<file path="src/core/ext_bus_defs.svh">
// Constants for the external memory bus strobe block
// Assumes inclusion by bare name from core files
`ifndef EXT_BUS_DEFS_SVH
`define EXT_BUS_DEFS_SVH

`define PHASES_PER_CYCLE    4'hc
`define ALE_PHASE_A         4'h0
`define ALE_PHASE_B         4'h6
`define FETCH_PHASE_A       4'h2
`define FETCH_PHASE_B       4'h8
`define FETCH_PHASE_LEN     4'h3
`define INT_CODE_LIMIT      16'h8000
`define QUIET_LATCH_BIT_POS 5
`define POWER_CONTROL_REGISTER_RESET          8'h00

`endif

</file>
<file path="src/core/ext_bus_pkg.sv">
// Types for the external memory bus strobe block
// Assumes no other package
package ext_bus_pkg;

	typedef enum logic [1:0] {
		ACC_NONE,
		ACC_READ,
		ACC_WRITE
	} data_acc_t;

	typedef struct packed {
		logic       fetch_req;
		logic [15:0] pc;
		data_acc_t  data_acc;
		logic [15:0] data_addr;
		logic [7:0] wr_data;
		logic       wide_addr;
	} cpu_req_t;

	typedef struct packed {
		logic [7:0] p0_out;
		logic [7:0] p0_oe_n;
		logic       p0_pullup;
		logic [7:0] p2_out;
		logic       fetch_strobe_n;
		logic       latch_strobe;
		logic       rd_n;
		logic       wr_n;
	} bus_pins_t;

	typedef struct packed {
		logic [3:0] phase;
		logic       ext_fetch_sel;
		logic       sel_captured;
		logic [7:0] power_control_register;
		logic       in_data_acc;
		logic [7:0] rd_data;
		logic       rd_valid;
		bus_pins_t  pins;
	} state_t;

endpackage

</file>
<file path="src/core/ext_bus_strobes.sv">
// External memory bus strobes, address ports and mode pins
// Assumes one oscillator-period clock and a CPU request bundle
`timescale 1ns/1ps
`default_nettype none
`include "ext_bus_defs.svh"

module ext_bus_strobes (
	input  wire logic                 sys_clk_i,
	input  wire logic                 rst_n_i,
	input  wire ext_bus_pkg::cpu_req_t cpu_req_i,
	input  wire logic                 power_control_register_wr_i,
	input  wire logic [7:0]           power_control_register_wdata_i,
	input  wire logic                 idle_req_i,
	input  wire logic                 pdown_req_i,
	input  wire logic                 wake_int_i,
	input  wire logic                 flash_verify_i,
	input  wire logic                 flash_oe_n_i,
	input  wire logic                 external_fetch_select_i,
	input  wire logic                 oscillator_source_select_i,
	input  wire logic [7:0]           port_zero_i,
	output logic [7:0]                port_zero_o,
	output logic [7:0]                port_zero_oe_n_o,
	output logic                      port_zero_pullup_o,
	output logic [7:0]                port_two_o,
	output logic                      program_fetch_strobe_o,
	output logic                      address_latch_strobe_o,
	output logic                      ext_rd_n_o,
	output logic                      ext_wr_n_o,
	output logic [7:0]                power_control_o,
	output logic                      ext_fetch_latched_o,
	output logic [7:0]                rd_data_o,
	output logic                      rd_valid_o,
	output logic                      cpu_run_o,
	output logic                      osc_run_o,
	output logic                      use_pll_o,
	output logic                      low_freq_crystal_out_o,
	output logic                      low_freq_crystal_in_o
);

	ext_bus_pkg::state_t state_reg;
	ext_bus_pkg::state_t state_next;

	logic fetch_ext;
	logic data_ext;
	logic quiet;
	logic idle;
	logic pdown;
	logic ale_slot;
	logic fetch_slot;
	logic [15:0] addr;

	// ****************************************************
	// Phase helpers
	// ****************************************************
	function automatic logic in_window(input logic [3:0] ph, input logic [3:0] start,
		input logic [3:0] len);
		in_window = (ph >= start) && (ph < 4'(start + len));
	endfunction

	// ****************************************************
	// Next state
	// ****************************************************
	always_comb begin
		state_next = state_reg;
		idle  = state_reg.power_control_register[0];
		pdown = state_reg.power_control_register[1];
		quiet = state_reg.power_control_register[`QUIET_LATCH_BIT_POS];
		fetch_ext = cpu_req_i.fetch_req &&
			(!state_reg.ext_fetch_sel || (cpu_req_i.pc >= `INT_CODE_LIMIT));
		data_ext = (cpu_req_i.data_acc != ext_bus_pkg::ACC_NONE);
		ale_slot = (state_reg.phase == `ALE_PHASE_A) || (state_reg.phase == `ALE_PHASE_B);
		fetch_slot = in_window(state_reg.phase, `FETCH_PHASE_A, `FETCH_PHASE_LEN) ||
			in_window(state_reg.phase, `FETCH_PHASE_B, `FETCH_PHASE_LEN);
		addr = state_reg.in_data_acc ? cpu_req_i.data_addr : cpu_req_i.pc;

		// Oscillator periods within one machine cycle
		if (!pdown) begin
			state_next.phase = (state_reg.phase == 4'(`PHASES_PER_CYCLE - 4'h1)) ?
				4'h0 : 4'(state_reg.phase + 4'h1);
		end
		if (state_reg.phase == 4'h0) begin
			state_next.in_data_acc = data_ext;
		end

		// Power control writes and wake-up
		if (power_control_register_wr_i) begin
			state_next.power_control_register = power_control_register_wdata_i;
		end
		if (idle_req_i) begin
			state_next.power_control_register[0] = 1'b1;
		end
		if (pdown_req_i) begin
			state_next.power_control_register[1] = 1'b1;
		end
		if (wake_int_i) begin
			state_next.power_control_register[1:0] = 2'b00;
		end

		// Fetch-select strap taken once after reset release
		if (!state_reg.sel_captured) begin
			state_next.ext_fetch_sel = external_fetch_select_i;
			state_next.sel_captured  = 1'b1;
		end

		// Program fetch strobe
		state_next.pins.fetch_strobe_n = !(fetch_ext && fetch_slot && !idle && !pdown &&
			!state_reg.in_data_acc);

		// Address latch strobe
		if (pdown) begin
			state_next.pins.latch_strobe = !quiet ? state_reg.pins.latch_strobe : 1'b0;
		end else if (idle) begin
			state_next.pins.latch_strobe = 1'b1;
		end else if (!quiet || !state_reg.ext_fetch_sel || fetch_ext ||
			state_reg.in_data_acc) begin
			state_next.pins.latch_strobe = ale_slot &&
				!(state_reg.in_data_acc && state_reg.phase == `ALE_PHASE_B);
		end else begin
			state_next.pins.latch_strobe = 1'b0;
		end

		// Port two high address and flash output enable
		state_next.pins.p2_out = (fetch_ext || state_reg.in_data_acc) ?
			addr[15:8] : 8'hff;
		if (flash_verify_i) begin
			state_next.pins.p2_out[7] = flash_oe_n_i;
		end

		// Port zero multiplexed address then data
		state_next.pins.p0_pullup = fetch_ext || state_reg.in_data_acc;
		state_next.pins.rd_n = 1'b1;
		state_next.pins.wr_n = 1'b1;
		state_next.rd_valid  = 1'b0;
		if (ale_slot && (fetch_ext || state_reg.in_data_acc)) begin
			state_next.pins.p0_out  = addr[7:0];
			state_next.pins.p0_oe_n = 8'h00;
		end else if (state_reg.in_data_acc && state_reg.phase > `ALE_PHASE_B) begin
			if (cpu_req_i.data_acc == ext_bus_pkg::ACC_WRITE) begin
				state_next.pins.p0_out  = cpu_req_i.wr_data;
				state_next.pins.p0_oe_n = 8'h00;
				state_next.pins.wr_n    = 1'b0;
			end else begin
				state_next.pins.p0_oe_n = 8'hff;
				state_next.pins.rd_n    = 1'b0;
				if (state_reg.phase == 4'(`PHASES_PER_CYCLE - 4'h1)) begin
					state_next.rd_data  = port_zero_i;
					state_next.rd_valid = 1'b1;
				end
			end
		end else begin
			state_next.pins.p0_oe_n = 8'hff;
		end
	end

	// ****************************************************
	// State register
	// ****************************************************
	always_ff @(posedge sys_clk_i or negedge rst_n_i) begin
		if (!rst_n_i) begin
			state_reg <= '0;
			state_reg.power_control_register <= `POWER_CONTROL_REGISTER_RESET;
			state_reg.pins.fetch_strobe_n <= 1'b1;
			state_reg.pins.p0_oe_n <= 8'hff;
			state_reg.pins.p2_out <= 8'hff;
			state_reg.pins.rd_n <= 1'b1;
			state_reg.pins.wr_n <= 1'b1;
		end else begin
			state_reg <= state_next;
		end
	end

	// ****************************************************
	// Outputs
	// ****************************************************
	assign port_zero_o            = state_reg.pins.p0_out;
	assign port_zero_oe_n_o       = state_reg.pins.p0_oe_n;
	assign port_zero_pullup_o     = state_reg.pins.p0_pullup;
	assign port_two_o             = state_reg.pins.p2_out;
	assign program_fetch_strobe_o = state_reg.pins.fetch_strobe_n;
	assign address_latch_strobe_o = state_reg.pins.latch_strobe;
	assign ext_rd_n_o             = state_reg.pins.rd_n;
	assign ext_wr_n_o             = state_reg.pins.wr_n;
	assign power_control_o        = state_reg.power_control_register;
	assign ext_fetch_latched_o    = state_reg.ext_fetch_sel;
	assign rd_data_o              = state_reg.rd_data;
	assign rd_valid_o             = state_reg.rd_valid;
	assign cpu_run_o              = !state_reg.power_control_register[0] && !state_reg.power_control_register[1];
	assign osc_run_o              = !state_reg.power_control_register[1];
	assign use_pll_o              = !oscillator_source_select_i;
	assign low_freq_crystal_out_o = 1'b0;
	assign low_freq_crystal_in_o  = 1'b0;

endmodule

`default_nettype wire

</file>
<file path="config.mk">
export PLATFORM = sky130hd
export DESIGN_NAME = ext_bus_strobes
export DESIGN_NICKNAME = d
export VERILOG_FILES = /design/src/core/ext_bus_pkg.sv /design/src/core/ext_bus_strobes.sv
export VERILOG_INCLUDE_DIRS = /design/src /design/src/core
export SDC_FILE = /design/constraint.sdc
export NUM_CORES = 1
export LEC_CHECK = 0
export BUFFER_PORTS_ARGS = -buffer_cell sky130_fd_sc_hd__buf_2
export CAP_MARGIN = 20
export CORE_ASPECT_RATIO = 1.75
export CORE_UTILIZATION = 45
export DETAILED_ROUTE_END_ITERATION = 7
export PLACE_DENSITY = 0.79
export SETUP_SLACK_MARGIN = 0.4
export SYNTH_ARGS = -nofsm -noshare
export SYNTH_HDL_FRONTEND = slang
export SYNTH_SLANG_ARGS = --single-unit
export TNS_END_PERCENT = 30
</file>
<file path="constraint.sdc">
create_clock -name sys_clk_i -period 2.21 [get_ports sys_clk_i]
set_input_delay 0.1105 -clock sys_clk_i [delete_from_list [all_inputs] [get_ports sys_clk_i]]
set_output_delay 0.1105 -clock sys_clk_i [all_outputs]
set_load 0.1 [all_outputs]
</file>
==> metrics <==
number of library cell types mapped by synthesis=39; fraction of synthesized cell area taken by the top area cell type=a little over a third; result of the run=finished with violations; routed wire length=~4.9 mm; most common flop cell mapped by yosys=sky130_fd_sc_hd__dfrtp_1; FP Rows=34; fraction of final layout cells sized beyond drive strength 1=61.51%; layout net count=364; Max stage delay cell, worst path=sky130_fd_sc_hd__dfrtp_2; startpoint-to-endpoint class of the critical path=flip-flop to flip-flop; TritonCTS Buffers=5; Port-buffer cells=between 100 and 150; vertical die dimension=98.71 um; Worst Hold End=port_two_o[7]; full die area=between 5000 and 6000 um2; largest net degree at the start of global routing=45; startpoint of the tightest hold check path=flash_oe_n_i; number of antenna-violating nets in the routed design=0; fraction of registers with async set/reset=100.0%; clock latency on the worst-skew pair=just under 0.3 ns; gate count of the mapped netlist=204; dominant cell by count in the synthesized netlist=sky130_fd_sc_hd__buf_4; final period demand of the worst path=roughly 1.7 ns; sinks on the clock net=46; number of cells on the worst reg-to-reg path=6; Die Width=57.26 um; antenna violations before repair=0; DRC viols=7; num ports=122; Layout Skew=about 0.0059 ns; FF/Latch Area=1171 um2; via count of the routed design=1732; count of final max-slew check failures=0; Core Footprint=5062 um2; per-instance average area after synthesis=approximately 12 um2; number of diodes=0; Post-Synth Simple-Gate Area=between 8 and 9%; placed wire-length estimate after detailed placement=3.735 mm; worst-path cell chain=inv_1, ha_1, nand2b_1, a21oi_2, and2_1, a221o_1; Largest stage delay, worst path=around 0.44 ns; Max Buffers Root-to-Sink=2; xor/xnor cell area share of the yosys netlist=0%; FILL cells=~420; violated checks=DRC; H-Tree Depth=2; post-DR vias/cell=approximately 5; Reg-to-Reg Start=state_reg[50]; clock tree from TritonCTS=done; period utilization=between 70% and 80%; Rel. slew slack=36.71%; maximum fanout count along the critical path=8; vias in the first global route=~1700; end of the worst register-to-register path=port_zero_o[4]; mux share of post-synthesis cell area=between 10% and 20%; endpoints failing setup=0; worst reg2reg setup slack=0.50 ns; biggest area consumer among synthesized cells=sky130_fd_sc_hd__dfrtp_1; Min-Delay Path Class=primary input to flip-flop; global-route wire length before repair=a little under 8 mm; RSZ-0062 raised after global routing=no; Starting Density=a little under half; worst hold slack=roughly 0.023 ns; total of flip-flops plus latches after synthesis=46; number of cells on the worst hold path=3; initial detailed-routing violation count=between 70 and 80; number of detailed-route iterations in the first pass=8; top cell types by occurrence after synthesis=sky130_fd_sc_hd__buf_4 (42), sky130_fd_sc_hd__dfrtp_1 (34), sky130_fd_sc_hd__mux2_2 (16); final total negative setup slack=0 ns; data required time of the critical path=2.38 ns; Area Overhead vs Synth=20.71%; number of enable-type register cells in the synthesized netlist=0; Worst Setup Start Kind=flip-flop; Clock transition at path regs=0.08 ns; grt total ovfl=0; share of synthesized area occupied by flip-flops and latches=between 40% and 50%; largest family of logic cells by synthesized area=buffers and inverters; complex-gate fraction of the synthesized area=12.28%; final hold violation count=0; multi-input gate area in the final layout=between 800 and 900 um2; Arrival @ worst endpoint=around 1.9 ns; weighted congestion at the end of routability-driven global placement=slightly below 0.8; Max-cap violations=0; YS warnings=0; maximum frequency from static timing analysis=around 0.59 GHz; CP Capture Type=flip-flop; worst-margin pin slew=about 0.95 ns; Global Route Usage Sum=between 10% and 20%; Adder-Cell Fraction of Synth Area=2.081%; average routed wire per standard cell=approximately 14 um; largest cells by area after synthesis=sky130_fd_sc_hd__dfrtp_1 (35%), sky130_fd_sc_hd__dfstp_2 (13%), sky130_fd_sc_hd__buf_4 (13%); synthesized cell area=~2400 um2; root buf cell=sky130_fd_sc_hd__clkbuf_8
==> layout by cell type, fill, tap and decap left out, types with 3 or more instances in the layout <==
cell type                       count
sky130_fd_sc_hd__mux2_2            16
sky130_fd_sc_hd__dfrtp_2            4
sky130_fd_sc_hd__ha_1               4
sky130_fd_sc_hd__buf_2            118
sky130_fd_sc_hd__and2_1            10
sky130_fd_sc_hd__nand2b_1           3
sky130_fd_sc_hd__a221o_1            8
sky130_fd_sc_hd__o22a_1             7
sky130_fd_sc_hd__a21oi_1            4
sky130_fd_sc_hd__clkbuf_8           5
sky130_fd_sc_hd__conb_1             3
sky130_fd_sc_hd__inv_1              8
sky130_fd_sc_hd__nor2_1             6
sky130_fd_sc_hd__dfstp_2           12
sky130_fd_sc_hd__dlygate4sd3_1      3
sky130_fd_sc_hd__nand2_1            4
sky130_fd_sc_hd__mux2_4             8
sky130_fd_sc_hd__dfrtp_1           30
sky130_fd_sc_hd__o21ai_0            5
sky130_fd_sc_hd__buf_4              5
==> layer usage <==
layer / GRT usage, % / part of all wire, % / vias to the layer above
met5: 0 / 0 / -
met4: 7.692 / 1.6 / 0
met3: 3.937 / 5.9 / 4
met2: 33.21 / 56 / 65
met1: 19.54 / 37 / 828
li1: - / - / 835
==> layout make-up <==
cell class	count	area share, %
Inverter	10	1.293
Timing Repair Buffer	126	22.67
Tap cell	54	2.328
Clock inverter	1	1.034
Clock buffer	7	2.629
Sequential cell	46	40.34
Multi-Input combinational cell	101	29.70
==> logic make-up (layout without fill, tap and decap cells) <==
family / after synthesis / in the layout
flops: 46 / 46
fa+ha+maj: 4 / 4
simple gates: 33 / 33
buf+inv: 58 / 144
compound gates: 37 / 37
mux: 24 / 24
other cells: 2 / 3
==> metrics by stage <==
step | cell area, um2 | cells | setup slack [ns] | utilization, %
after global routing | 2903 | 345 | 0.4105 | 57.34
after detailed placement | 2731 | 331 | 0.2500 | 53.95
after CTS | 2873 | 342 | 0.3994 | 56.75
after global placement | 2731 | 331 | 0.3177 | 53.95
final | 2903 | 345 | 0.5048 | 57.34
after floorplan | 2412 | 205 | 0.3369 | -
==> critical path, delay by kind of cell (launching register included) <==
family,cells,cell delay [ns]
compound gates,2,0.45
fa+ha+maj,1,0.21
buf+inv,1,0.09
flops,1,0.44
simple gates,2,0.40
==> how the worst max path moves through the flow <==
stage / start / end / slack (ns) / depth (start not counted)
CTS: state_reg[50] / port_zero_o[4] / 0.40 / 6
finish: state_reg[50] / port_zero_o[4] / 0.50 / 6
global route: state_reg[49] / port_zero_o[4] / 0.41 / 6
floorplan: power_control_o[1] / program_fetch_strobe_o / 0.34 / 3
global placement: state_reg[50] / rd_data_o[3] / 0.32 / 4
detailed placement: state_reg[50] / rd_data_o[2] / 0.25 / 4
==> repair_timing <==
item | 4_1_cts | 5_1_grt
endpoints found under the hold margin | 34 | 0
hold buffers | 3 | 0
gates resized for setup | 1 | 5
buffers inserted | 0 | 3
endpoints found under the setup margin | 9 | 16
Power is left out: the tool's default activity adds up to more than one toggle a clock period on the data nets, which glitch-free logic cannot reach.
